==> src/design/mlsc_pkg.sv <==
// mlsc_pkg: shared constants and carrier types for the mission logging and
// scratchpad control block; assumes byte-wide memory ports.
package mlsc_pkg;
    // datalog and scratchpad capacity and geometry
    localparam int LOG_BYTES = 8192;
    localparam int LOG_ENTRIES_8 = 8192;
    localparam int LOG_ENTRIES_16 = 4096;
    localparam int LOG_AW = 13;
    localparam int SP_BYTES = 32;
    localparam int SP_AW = 5;
    // scratchpad transfer status layout
    localparam logic [4:0] SP_LAST_OFS = 5'h1f;
    localparam int ES_PF_BIT = 5;
    localparam int ES_ZERO_BIT = 6;
    localparam int ES_AA_BIT = 7;
    // password window in the device address map
    localparam logic [15:0] PW_LO_ADDR = 16'h0228;
    localparam logic [15:0] PW_HI_ADDR = 16'h0237;
    // timing: a second tick and a minute as seconds
    localparam int CLK_HZ = 100_000_000;
    localparam int SEC_NS = 1_000_000_000;
    localparam int CLK_NS = 10;
    localparam int SEC_CYC = SEC_NS / CLK_NS;
    localparam logic [5:0] MIN_SECS = 6'h3c;
    localparam logic [13:0] RATE_ONE = 14'h0001;
    localparam logic [23:0] CNT_ONE = 24'h000001;

    typedef enum logic [1:0] {
        CMD_NONE,
        CMD_WRITE_SP,
        CMD_COPY_SP,
        CMD_START
    } mlsc_cmd_e;

    // mission configuration as held in the control bytes
    typedef struct packed {
        logic wrap_enable;
        logic high_speed_sampling;
        logic start_on_alarm;
        logic logging_enable;
        logic entry16;
        logic [13:0] sample_rate;
        logic [15:0] start_delay;
    } mlsc_cfg_s;

    // one byte toward the datalog or general memory
    typedef struct packed {
        logic we;
        logic [15:0] addr;
        logic [7:0] data;
    } mlsc_mem_s;
endpackage

==> src/design/mlsc_spad_mem.sv <==
// mlsc_spad_mem: 32-byte scratchpad storage with a registered read port.
// assumes one write and one read address per clock.
`timescale 1ns/10ps
module mlsc_spad_mem (
    // clock only, no reset
    input wire logic clk_i,
    // write port
    input wire logic we_i,
    input wire logic [4:0] waddr_i,
    input wire logic [7:0] wdata_i,
    // read port
    input wire logic [4:0] raddr_i,
    output logic [7:0] rdata_o
);
    logic [7:0] mem_q [mlsc_pkg::SP_BYTES];

    // storage and registered read, no reset needed for data
    always_ff @(posedge clk_i) begin
        if (we_i) begin
            mem_q[waddr_i] <= wdata_i;
        end
        rdata_o <= mem_q[raddr_i];
    end
endmodule // mlsc_spad_mem

==> src/design/mlsc_top.sv <==
// mlsc_top: mission sequencing, datalog addressing and scratchpad status.
// assumes the serial front end decodes commands into one-cycle strobes and
// that the sampling engine flags each finished measurement.
// Summary of operation
// - datalog holds 8192 byte entries or 4096 two-byte entries
// - 16-bit entries put high byte at lower address, low byte next
// - on full, stop logging or wrap to datalog start, entry by entry
// - wrap_enable one means overwrite; zero means stop when full
// - enabled alarm that has fired makes device answer conditional search
// - high_speed_sampling counts interval in seconds, else minutes
// - start command with logging_enable sets mission_active and clears memory_cleared
// - normal start: wait delay, stamp time, log, bump both counters
// - alarm start: after delay, samples bump device counter only
// - alarm start: stamp at alarm, first log one period later
// - general memory writable and all memory readable during mission
// - password locations read back as zero bytes
// - end_status read-only; low five bits hold ending offset
// - copy happens only when ending offset equals 1Fh
// - partial_byte_flag bit 5 on odd bit count; bit 6 reads zero
// - target low five bits give scratchpad start offset; full at 1Fh
// - authorization_accepted set on valid copy, cleared by scratch write
// - copy follows target low, high, end_status; then copy to target
// - regular speed by default; overdrive only when explicitly selected
// - logging engine memory access beats host access during mission
`timescale 1ns/10ps
module mlsc_top (
    // clock and reset
    input wire logic CLK_SYS_I,
    input wire logic RESETN_I,
    // decoded host commands
    input wire logic CMD_STROBE_I,
    input wire mlsc_pkg::mlsc_cmd_e CMD_I,
    input wire logic [15:0] TARGET_ADDR_I,
    input wire logic SP_BYTE_VALID_I,
    input wire logic [7:0] SP_BYTE_I,
    input wire logic SP_PARTIAL_I,
    input wire logic [23:0] COPY_AUTH_I,
    input wire logic CLEAR_I,
    input wire logic STOP_I,
    input wire logic OVERDRIVE_SET_I,
    input wire logic BUS_RESET_I,
    // host read port
    input wire logic HOST_RD_I,
    input wire logic [15:0] HOST_RD_ADDR_I,
    input wire logic [7:0] MEM_RDATA_I,
    // mission configuration and sampling engine
    input wire mlsc_pkg::mlsc_cfg_s CFG_I,
    input wire logic ALARM_EN_I,
    input wire logic SAMPLE_DONE_I,
    input wire logic SAMPLE_ALARM_I,
    input wire logic [15:0] SAMPLE_I,
    // host visible state
    output logic [7:0] TARGET_ADDR_LOW_O,
    output logic [7:0] TARGET_ADDR_HIGH_O,
    output logic [7:0] END_STATUS_O,
    output logic [7:0] HOST_RDATA_O,
    output logic MISSION_ACTIVE_O,
    output logic MEMORY_CLEARED_O,
    output logic STAMP_STROBE_O,
    output logic SAMPLE_REQ_O,
    output logic SEARCH_RESPOND_O,
    output logic OVERDRIVE_SELECT_O,
    output logic HOST_BLOCKED_O,
    output logic [23:0] MISSION_COUNT_O,
    output logic [23:0] DEVICE_COUNT_O,
    // memory write port
    output mlsc_pkg::mlsc_mem_s MEM_O
);
    typedef enum logic [2:0] {
        ST_IDLE, ST_DELAY, ST_ARMED, ST_PRELOG, ST_LOG, ST_FULL
    } mlsc_mis_e;
    localparam int LOG_AW_W = mlsc_pkg::LOG_AW;

    // scratchpad state
    logic [7:0] ta_lo_q, ta_lo_d, ta_hi_q, ta_hi_d;
    logic [4:0] ofs_q, ofs_d, eofs_q, eofs_d;
    logic pf_q, pf_d, aa_q, aa_d;
    logic copy_q, copy_d;
    logic [4:0] cp_ofs_q, cp_ofs_d;
    logic [15:0] cp_addr_q, cp_addr_d;
    logic [7:0] sp_rdata;
    logic sp_we;
    logic [4:0] sp_raddr;
    // mission state
    mlsc_mis_e st_q, st_d;
    logic mip_q, mip_d, mclr_q, mclr_d, od_q, od_d, alarm_q, alarm_d;
    logic [26:0] sec_cnt_q, sec_cnt_d;
    logic [5:0] min_cnt_q, min_cnt_d;
    logic [15:0] dly_q, dly_d;
    logic [13:0] rate_q, rate_d;
    logic [23:0] mcnt_q, mcnt_d, dcnt_q, dcnt_d;
    logic req_q, req_d, stamp_q, stamp_d;
    logic lo_pend_q, lo_pend_d;
    logic [7:0] lo_byte_q, lo_byte_d;
    logic [LOG_AW_W-1:0] lo_addr_q, lo_addr_d;
    mlsc_pkg::mlsc_mem_s mem_q, mem_d;
    logic [7:0] rd_q, rd_d;
    logic sec_tick, min_tick, unit_tick, interval_end;
    logic [15:0] log_addr;
    logic log_full;

    mlsc_spad_mem u_spad (
        .clk_i(CLK_SYS_I),
        .we_i(sp_we),
        .waddr_i(ofs_q),
        .wdata_i(SP_BYTE_I),
        .raddr_i(sp_raddr),
        .rdata_o(sp_rdata)
    );

    assign sp_we = SP_BYTE_VALID_I;
    assign sp_raddr = copy_d ? cp_ofs_d : HOST_RD_ADDR_I[4:0];

    // scratchpad address, status and copy sequencing
    always_comb begin
        ta_lo_d = ta_lo_q;
        ta_hi_d = ta_hi_q;
        ofs_d = ofs_q;
        eofs_d = eofs_q;
        pf_d = pf_q;
        aa_d = aa_q;
        copy_d = copy_q;
        cp_ofs_d = cp_ofs_q;
        cp_addr_d = cp_addr_q;
        if (CMD_STROBE_I && CMD_I == mlsc_pkg::CMD_WRITE_SP) begin
            ta_lo_d = TARGET_ADDR_I[7:0];
            ta_hi_d = TARGET_ADDR_I[15:8];
            ofs_d = TARGET_ADDR_I[4:0];
            eofs_d = TARGET_ADDR_I[4:0];
            pf_d = 1'b0;
            aa_d = 1'b0;
        end
        if (SP_BYTE_VALID_I) begin
            eofs_d = ofs_q;
            aa_d = 1'b0;
            if (ofs_q != mlsc_pkg::SP_LAST_OFS) begin
                ofs_d = ofs_q + 5'h01; // full once 1Fh written
            end
        end
        if (SP_PARTIAL_I) begin
            pf_d = 1'b1;
        end
        // authorization must echo target low, high, end_status
        if (CMD_STROBE_I && CMD_I == mlsc_pkg::CMD_COPY_SP &&
            COPY_AUTH_I == {ta_lo_q, ta_hi_q, END_STATUS_O} &&
            eofs_q == mlsc_pkg::SP_LAST_OFS && !pf_q) begin
            copy_d = 1'b1;
            aa_d = 1'b1;
            cp_ofs_d = ta_lo_q[4:0];
            cp_addr_d = {ta_hi_q, ta_lo_q};
        end
        if (copy_q && !lo_pend_q && !(mip_q && SAMPLE_DONE_I)) begin
            cp_addr_d = cp_addr_q + 16'h0001;
            cp_ofs_d = cp_ofs_q + 5'h01;
            if (cp_ofs_q == eofs_q) begin
                copy_d = 1'b0;
            end
        end
    end

    // one tick per second, minute tick every sixty seconds
    assign sec_tick = sec_cnt_q == 27'(mlsc_pkg::SEC_CYC - 1);
    assign min_tick = sec_tick && min_cnt_q == mlsc_pkg::MIN_SECS - 6'h01;
    assign unit_tick = CFG_I.high_speed_sampling ? sec_tick : min_tick;
    assign interval_end = unit_tick && rate_q <= mlsc_pkg::RATE_ONE;

    // address from count and width, modulo capacity when wrapping
    always_comb begin
        log_full = CFG_I.entry16 ?
            mcnt_q >= 24'(mlsc_pkg::LOG_ENTRIES_16 - 1) :
            mcnt_q >= 24'(mlsc_pkg::LOG_ENTRIES_8 - 1);
        if (CFG_I.entry16) begin
            log_addr = {3'h0, mcnt_q[11:0], 1'b0};
        end else begin
            log_addr = {3'h0, mcnt_q[12:0]};
        end
    end

    // mission sequencer
    always_comb begin
        st_d = st_q;
        mip_d = mip_q;
        mclr_d = mclr_q;
        od_d = od_q;
        alarm_d = alarm_q;
        sec_cnt_d = sec_tick ? 27'h0 : sec_cnt_q + 27'h1;
        min_cnt_d = min_cnt_q;
        if (sec_tick) begin
            min_cnt_d = min_tick ? 6'h00 : min_cnt_q + 6'h01;
        end
        dly_d = dly_q;
        rate_d = rate_q;
        mcnt_d = mcnt_q;
        dcnt_d = dcnt_q;
        req_d = 1'b0;
        stamp_d = 1'b0;
        lo_pend_d = lo_pend_q;
        lo_byte_d = lo_byte_q;
        lo_addr_d = lo_addr_q;
        mem_d = '0;
        if (OVERDRIVE_SET_I) begin
            od_d = 1'b1;
        end else if (BUS_RESET_I) begin
            od_d = 1'b0;
        end
        if (unit_tick && st_q != ST_IDLE) begin
            rate_d = interval_end ? CFG_I.sample_rate : rate_q - 14'h0001;
        end
        if (SAMPLE_DONE_I && ALARM_EN_I && SAMPLE_ALARM_I) begin
            alarm_d = 1'b1;
        end
        case (st_q)
            ST_IDLE: begin
                if (CMD_STROBE_I && CMD_I == mlsc_pkg::CMD_START &&
                    CFG_I.logging_enable) begin
                    mip_d = 1'b1;
                    mclr_d = 1'b0;
                    dly_d = CFG_I.start_delay;
                    rate_d = CFG_I.sample_rate;
                    min_cnt_d = 6'h00;
                    st_d = ST_DELAY;
                end
            end
            ST_DELAY: begin
                if (dly_q == 16'h0000 || (min_tick && dly_q == 16'h0001)) begin
                    rate_d = CFG_I.sample_rate;
                    req_d = 1'b1;
                    stamp_d = !CFG_I.start_on_alarm;
                    st_d = CFG_I.start_on_alarm ? ST_ARMED : ST_LOG;
                end else if (min_tick) begin
                    dly_d = dly_q - 16'h0001;
                end
            end
            ST_ARMED: begin
                if (interval_end) begin
                    req_d = 1'b1;
                end
                if (SAMPLE_DONE_I) begin
                    dcnt_d = dcnt_q + mlsc_pkg::CNT_ONE;
                    if (SAMPLE_ALARM_I) begin
                        stamp_d = 1'b1;
                        st_d = ST_PRELOG;
                    end
                end
            end
            ST_PRELOG: begin
                if (interval_end) begin
                    req_d = 1'b1; // first log one period later
                    st_d = ST_LOG;
                end
            end
            ST_LOG: begin
                if (interval_end) begin
                    req_d = 1'b1;
                end
                if (SAMPLE_DONE_I) begin
                    mcnt_d = mcnt_q + mlsc_pkg::CNT_ONE;
                    dcnt_d = dcnt_q + mlsc_pkg::CNT_ONE;
                    mem_d.we = 1'b1; // engine beats host copy
                    mem_d.addr = log_addr;
                    mem_d.data = CFG_I.entry16 ? SAMPLE_I[15:8] : SAMPLE_I[7:0];
                    lo_pend_d = CFG_I.entry16;
                    lo_byte_d = SAMPLE_I[7:0];
                    lo_addr_d = LOG_AW_W'(log_addr + 16'h0001);
                    if (!CFG_I.wrap_enable && log_full) begin
                        st_d = ST_FULL;
                    end
                end
            end
            ST_FULL: begin
            end
            default: st_d = ST_IDLE;
        endcase
        if (lo_pend_q) begin
            lo_pend_d = 1'b0;
            mem_d.we = 1'b1;
            mem_d.addr = {3'h0, lo_addr_q}; // low byte at next address
            mem_d.data = lo_byte_q;
        end else if (copy_q && !(mip_q && SAMPLE_DONE_I)) begin
            mem_d.we = 1'b1; // general memory writable in mission
            mem_d.addr = cp_addr_q;
            mem_d.data = sp_rdata;
        end
        if (STOP_I && mip_q) begin
            mip_d = 1'b0;
            st_d = ST_IDLE;
        end
        if (CLEAR_I && !mip_q) begin
            mcnt_d = 24'h0;
            alarm_d = 1'b0;
            mclr_d = 1'b1;
        end
    end

    // host read data, passwords masked to zero
    always_comb begin
        if (HOST_RD_ADDR_I >= mlsc_pkg::PW_LO_ADDR &&
            HOST_RD_ADDR_I <= mlsc_pkg::PW_HI_ADDR) begin
            rd_d = 8'h00;
        end else begin
            rd_d = MEM_RDATA_I; // reads allowed any time
        end
        if (!HOST_RD_I) begin
            rd_d = rd_q;
        end
    end

    // register stage for all state
    always_ff @(posedge CLK_SYS_I) begin
        if (!RESETN_I) begin
            ta_lo_q <= 8'h00;
            ta_hi_q <= 8'h00;
            ofs_q <= 5'h00;
            eofs_q <= 5'h00;
            pf_q <= 1'b0;
            aa_q <= 1'b0;
            copy_q <= 1'b0;
            cp_ofs_q <= 5'h00;
            cp_addr_q <= 16'h0000;
            st_q <= ST_IDLE;
            mip_q <= 1'b0;
            mclr_q <= 1'b0;
            od_q <= 1'b0;
            alarm_q <= 1'b0;
            sec_cnt_q <= 27'h0;
            min_cnt_q <= 6'h00;
            dly_q <= 16'h0000;
            rate_q <= 14'h0000;
            mcnt_q <= 24'h0;
            dcnt_q <= 24'h0;
            req_q <= 1'b0;
            stamp_q <= 1'b0;
            lo_pend_q <= 1'b0;
            lo_byte_q <= 8'h00;
            lo_addr_q <= '0;
            mem_q <= '0;
            rd_q <= 8'h00;
        end else begin
            ta_lo_q <= ta_lo_d;
            ta_hi_q <= ta_hi_d;
            ofs_q <= ofs_d;
            eofs_q <= eofs_d;
            pf_q <= pf_d;
            aa_q <= aa_d;
            copy_q <= copy_d;
            cp_ofs_q <= cp_ofs_d;
            cp_addr_q <= cp_addr_d;
            st_q <= st_d;
            mip_q <= mip_d;
            mclr_q <= mclr_d;
            od_q <= od_d;
            alarm_q <= alarm_d;
            sec_cnt_q <= sec_cnt_d;
            min_cnt_q <= min_cnt_d;
            dly_q <= dly_d;
            rate_q <= rate_d;
            mcnt_q <= mcnt_d;
            dcnt_q <= dcnt_d;
            req_q <= req_d;
            stamp_q <= stamp_d;
            lo_pend_q <= lo_pend_d;
            lo_byte_q <= lo_byte_d;
            lo_addr_q <= lo_addr_d;
            mem_q <= mem_d;
            rd_q <= rd_d;
        end
    end

    // outputs straight from flops; bit 6 fixed zero
    always_ff @(posedge CLK_SYS_I) begin
        TARGET_ADDR_LOW_O <= ta_lo_d;
        TARGET_ADDR_HIGH_O <= ta_hi_d;
        END_STATUS_O <= RESETN_I ? {aa_d, 1'b0, pf_d, eofs_d} : 8'h00;
        HOST_RDATA_O <= RESETN_I ? rd_d : 8'h00;
        MISSION_ACTIVE_O <= RESETN_I & mip_d;
        MEMORY_CLEARED_O <= RESETN_I & mclr_d;
        STAMP_STROBE_O <= RESETN_I & stamp_d;
        SAMPLE_REQ_O <= RESETN_I & req_d;
        SEARCH_RESPOND_O <= RESETN_I & alarm_d & ALARM_EN_I;
        OVERDRIVE_SELECT_O <= RESETN_I & od_d;
        HOST_BLOCKED_O <= RESETN_I & mip_d & mem_d.we &
            (lo_pend_q | SAMPLE_DONE_I);
        MISSION_COUNT_O <= RESETN_I ? mcnt_d : 24'h0;
        DEVICE_COUNT_O <= RESETN_I ? dcnt_d : 24'h0;
        MEM_O <= RESETN_I ? mem_d : '0;
    end

    // checks
    AST_AA_CLEARED_BY_WRITE: assert property (@(posedge CLK_SYS_I)
        disable iff (!RESETN_I) SP_BYTE_VALID_I |=> !aa_q)
        else $error("aa not cleared by scratch write");
    AST_COPY_NEEDS_1F: assert property (@(posedge CLK_SYS_I)
        disable iff (!RESETN_I) $rose(copy_q) |-> $past(eofs_q) == 5'h1f)
        else $error("copy started with short ending offset");
    AST_START_FLAGS: assert property (@(posedge CLK_SYS_I)
        disable iff (!RESETN_I) (st_q == ST_IDLE && st_d == ST_DELAY)
        |=> mip_q && !mclr_q)
        else $error("start did not set flags");
    AST_BIT6_ZERO: assert property (@(posedge CLK_SYS_I)
        disable iff (!RESETN_I) !END_STATUS_O[6])
        else $error("end_status bit 6 set");
    AST_PW_ZERO: assert property (@(posedge CLK_SYS_I)
        disable iff (!RESETN_I) (HOST_RD_I && HOST_RD_ADDR_I == 16'h0228)
        |=> rd_q == 8'h00)
        else $error("password byte leaked");
    AST_ARMED_NO_MCOUNT: assert property (@(posedge CLK_SYS_I)
        disable iff (!RESETN_I) st_q == ST_ARMED |=> $stable(mcnt_q))
        else $error("mission count moved before alarm");
    AST_LOW_BYTE_NEXT: assert property (@(posedge CLK_SYS_I)
        disable iff (!RESETN_I) (st_q == ST_LOG && SAMPLE_DONE_I &&
        CFG_I.entry16) |=> ##1 mem_q.we && mem_q.data == $past(SAMPLE_I[7:0],2))
        else $error("low byte not written next");
    AST_FULL_STOP: assert property (@(posedge CLK_SYS_I)
        disable iff (!RESETN_I) st_q == ST_FULL |=> !$changed(mcnt_q))
        else $error("logging after full without wrap");
    AST_OD_DEFAULT: assert property (@(posedge CLK_SYS_I)
        disable iff (!RESETN_I) (BUS_RESET_I && !OVERDRIVE_SET_I)
        |=> !OVERDRIVE_SELECT_O)
        else $error("overdrive held after bus reset");
    COV_COPY: cover property (@(posedge CLK_SYS_I) $fell(copy_q));
    COV_LOG: cover property (@(posedge CLK_SYS_I)
        st_q == ST_LOG && SAMPLE_DONE_I);
    COV_ALARM_START: cover property (@(posedge CLK_SYS_I) st_q == ST_PRELOG);
endmodule // mlsc_top

==> config.mk <==
export PLATFORM = sky130hd
export DESIGN_NAME = mlsc_top
export DESIGN_NICKNAME = d
export VERILOG_FILES = /design/src/design/mlsc_pkg.sv /design/src/design/mlsc_spad_mem.sv /design/src/design/mlsc_top.sv
export SDC_FILE = /design/constraint.sdc
export NUM_CORES = 1
export LEC_CHECK = 0
export BUFFER_PORTS_ARGS = -buffer_cell sky130_fd_sc_hd__buf_2
export CAP_MARGIN = 5
export CELL_PAD_IN_SITES_DETAIL_PLACEMENT = 1
export CELL_PAD_IN_SITES_GLOBAL_PLACEMENT = 2
export CORE_MARGIN = 10
export CORE_UTILIZATION = 41
export DETAILED_ROUTE_END_ITERATION = 8
export GPL_TIMING_DRIVEN = 0
export PLACE_DENSITY = 0.94
export SETUP_SLACK_MARGIN = 0.02
export SYNTH_ARGS = -nofsm -noshare
export SYNTH_HDL_FRONTEND = slang
export SYNTH_SLANG_ARGS = --single-unit
==> constraint.sdc <==
create_clock -name CLK_SYS_I -period 7.5 [get_ports CLK_SYS_I]
set_input_delay 1.5 -clock CLK_SYS_I [delete_from_list [all_inputs] [get_ports CLK_SYS_I]]
set_output_delay 1.5 -clock CLK_SYS_I [all_outputs]
set_load 0.1 [all_outputs]
==> flow_summary.json <==
{
  "route.detailed.drc": 0,
  "worst_slew_pin_slew_ns": 1.06,
  "use_met1": 0.268,
  "die-height_microns": 252,
  "max-slew-margin-rel": 0.292,
  "slew_violations": 0,
  "tns_ns": 0,
  "die_area_sq_mm": 0.0637,
  "timing.hold.ws_ns": 0.461,
  "h-tree-depth": 2,
  "grt_usage": 0.233,
  "first_pass_iters": 6,
  "worstPathCellList": "buf_2, xnor2_1, nand4_1, nor3_1, nand4_2, mux2_2, mux2i_1, nor2_1, clkbuf_1, a32oi_1, nand3_1, nand4_1",
  "grt_max_degree": 33,
  "detail-route-antenna-nets": 0,
  "synth.distinct_cells": 78,
  "clkTransAtPathRegs_ns": 0.06,
  "port-buffer-count": 247,
  "hold_class": "reg2reg",
  "nets": 2567,
  "root_buffer": "clkbuf_16",
  "multi_input_area_sq_mm": 0.00872,
  "critPathLaunchType": "primary input",
  "hold_violations": 0,
  "drive_gt1_frac": 0.173,
  "fill_cells": 5965,
  "crit_top_cell": "nand4_1",
  "cts_post_setup_buffers_inserted": 0,
  "grt_pass1_wl_mm": 115,
  "grtUsageMet2": 0.424,
  "cts_resized": 0,
  "path_buf_inv": 2,
  "ctsHoldBuffers": 0,
  "ff_latch_area_sq_mm": 0.0128,
  "status": "finished, final reports clean",
  "endpoint_kind": "flop",
  "synth-seq-cells": 510,
  "finalCritPeriodShare": 0.660,
  "place_congestion": 0.886,
  "area_growth_pct": 17.5,
  "finalCriticalPeriod_ns": 4.95,
  "yosysMostFrequentCell": "nand2_1",
  "cts.sinks": 510,
  "synth_top_area_cell": "edfxtp_1",
  "io_pins": 250,
  "path_delay_family": "simple AND/OR/NAND/NOR gates",
  "cp.arrival_ns": 5.46,
  "criticalPathCategory": "in2reg",
  "clk_latency_ns": 0.61,
  "fmax_ghz": 0.202,
  "crit_required_ns": 8.01,
  "cts_buffers": 55,
  "yosysWarnings": 0,
  "finClkSkew_ns": 0.0169,
  "initial_core_util": 0.413,
  "ys_async_sr_fraction": 0,
  "dr.first_iter.drc_count": 1334,
  "dp_hpwl_mm": 55.9,
  "critPathMaxStageDelay_ns": 0.69,
  "drv_cap": 0,
  "powerDensity_mw_per_mm2": 239,
  "cts_tree": "built",
  "routed_wirelength_mm": 76.4,
  "synth_flop_cell": "edfxtp_1",
  "antenna_found_initial": 3,
  "synth_top_area_share": 0.347,
  "grt_setup_unrepaired": "no",
  "routed_via_density": 5.76,
  "critPathSlowestCell": "mux2i_1",
  "vias": 18134,
  "leakagePower_nw": 9.81,
  "synth_area_sq_mm": 0.0221,
  "core-area_sq_mm": 0.0536,
  "synth_cells": 2109,
  "use_met3": 0.0376,
  "synthTopCellsByCount": "nand2_1, edfxtp_1, dfxtp_1",
  "netlist_top_cells_area": "edfxtp_1, dfxtp_1, nand2_1",
  "rows": 85,
  "synth_nets": 2263,
  "critPathMaxFanout": 10,
  "ir_worst_vdd_mv": 0.181,
  "setup_viol": 0,
  "busiest_layer": "met2",
  "fp.dieW_microns": 252,
  "clockBufferDepth": 3,
  "grt-ovfl-total": 0,
  "grt_pass1_vias": 19169,
  "wl_per_cell_microns": 24.2,
  "ys_seq_area_frac": 0.577,
  "synth-edff-count": 256,
  "synth_area_per_cell_sq_um": 10.5
}
-- sequential cells by signal, summed over array words and instances, names as in the netlist, 13 cells and up --
name	count
MEM_O	25
dly_q	16
sec_cnt_q	27
u_spad.mem_q	256
MISSION_COUNT_O	24
rate_q	14
DEVICE_COUNT_O	24
cp_addr_q	16
lo_addr_q	13
-- worst register-to-register path: cells and delay by family, from the launching register on --
family          cells  cell delay [ns]
compound gates      1             0.41
buf+inv             3             1.18
flops               1             0.31
mux                 2             1.12
simple gates        5             1.32
-- area by class of cell --
cell class | instances | share of cell area
Clock buffer | 79 | 0.0599
Multi-Input combinational cell | 1452 | 0.335
Antenna cell | 2 | 0.000192
Buffer | 117 | 0.0207
Sequential cell | 510 | 0.491
Clock inverter | 17 | 0.00784
Inverter | 30 | 0.00433
Timing Repair Buffer | 247 | 0.0475
Tap cell | 696 | 0.0335
-- routing by layer --
| metal | vias up | routed length (microns) |
|---|---|---|
| li1 | 8269 | - |
| met1 | 9096 | 30000 |
| met2 | 605 | 39300 |
| met3 | 164 | 4300 |
| met4 | 0 | 2790 |
| met5 | - | 0 |
-- stage by stage --
stage               area [sq um]  setup slack, ns  cells  power, mW  utilization
global route               26000             2.36   3149       6.39        0.485
floorplan                  22100             3.32   2109       3.36            -
CTS                        26000             2.63   3148       6.24        0.485
finish                     26000             2.55   3150       6.22        0.485
global placement           24300             1.94   3052       3.55        0.452
detailed placement         24300             2.03   3052       3.57        0.452
-- cells by family after synthesis --
logic type	after synthesis	share of synthesized area
buffers and inverters	147	0.0294
XOR/XNOR	91	0.0360
other	1	0.000169
multiplexers	118	0.0562
AO/OA/AOI/OAI	369	0.112
adder cells (fa/ha/maj)	16	0.00904
flip-flops	510	0.577
AND/OR/NAND/NOR	857	0.181
-- layout by cell type (no fill, tap or decap), drive strengths merged, types with 7 or more instances in the layout --
cell      n
mux2i    86
nor4     11
inv      29
a21oi   125
clkbuf  162
dfxtp   254
nor3b     8
ha       16
o221a    12
a21o     10
a31oi    28
xnor2    47
mux2     32
o22a      7
and3     33
and2     27
a221oi    7
a211oi   21
edfxtp  256
xor2     44
buf     281
a22oi    16
nand2   296
clkinv   12
nor2b    12
nand4    50
nand2b   19
nand3    82
or3      21
nor3     39
a222oi   23
o21ai    62
nor2    230
o211ai    7
a32oi    14
-- worst paths after layout --
| check | from | endpoint | slack (ns) | cells after the start |
|---|---|---|---|---|
| max | COPY_AUTH_I[12] | u_spad.rdata_o[0] | 2.55 | 12 |
| min | lo_addr_q[1] | lo_addr_q[1] | 0.46 | 2 |
| max reg2reg | lo_pend_q | u_spad.rdata_o[0] | 3.07 | 11 |
| min reg2reg | lo_addr_q[1] | lo_addr_q[1] | 0.46 | 2 |
-- power by group --
group          internal [mW]  leakage, nW  switching [mW]
sequential              2.97         4.37          0.0313
combinational          0.147         4.58           0.368
clock                   1.57        0.860            1.13
total                   4.69         9.81            1.53
Note: power is estimated with default switching activity, not from simulation.
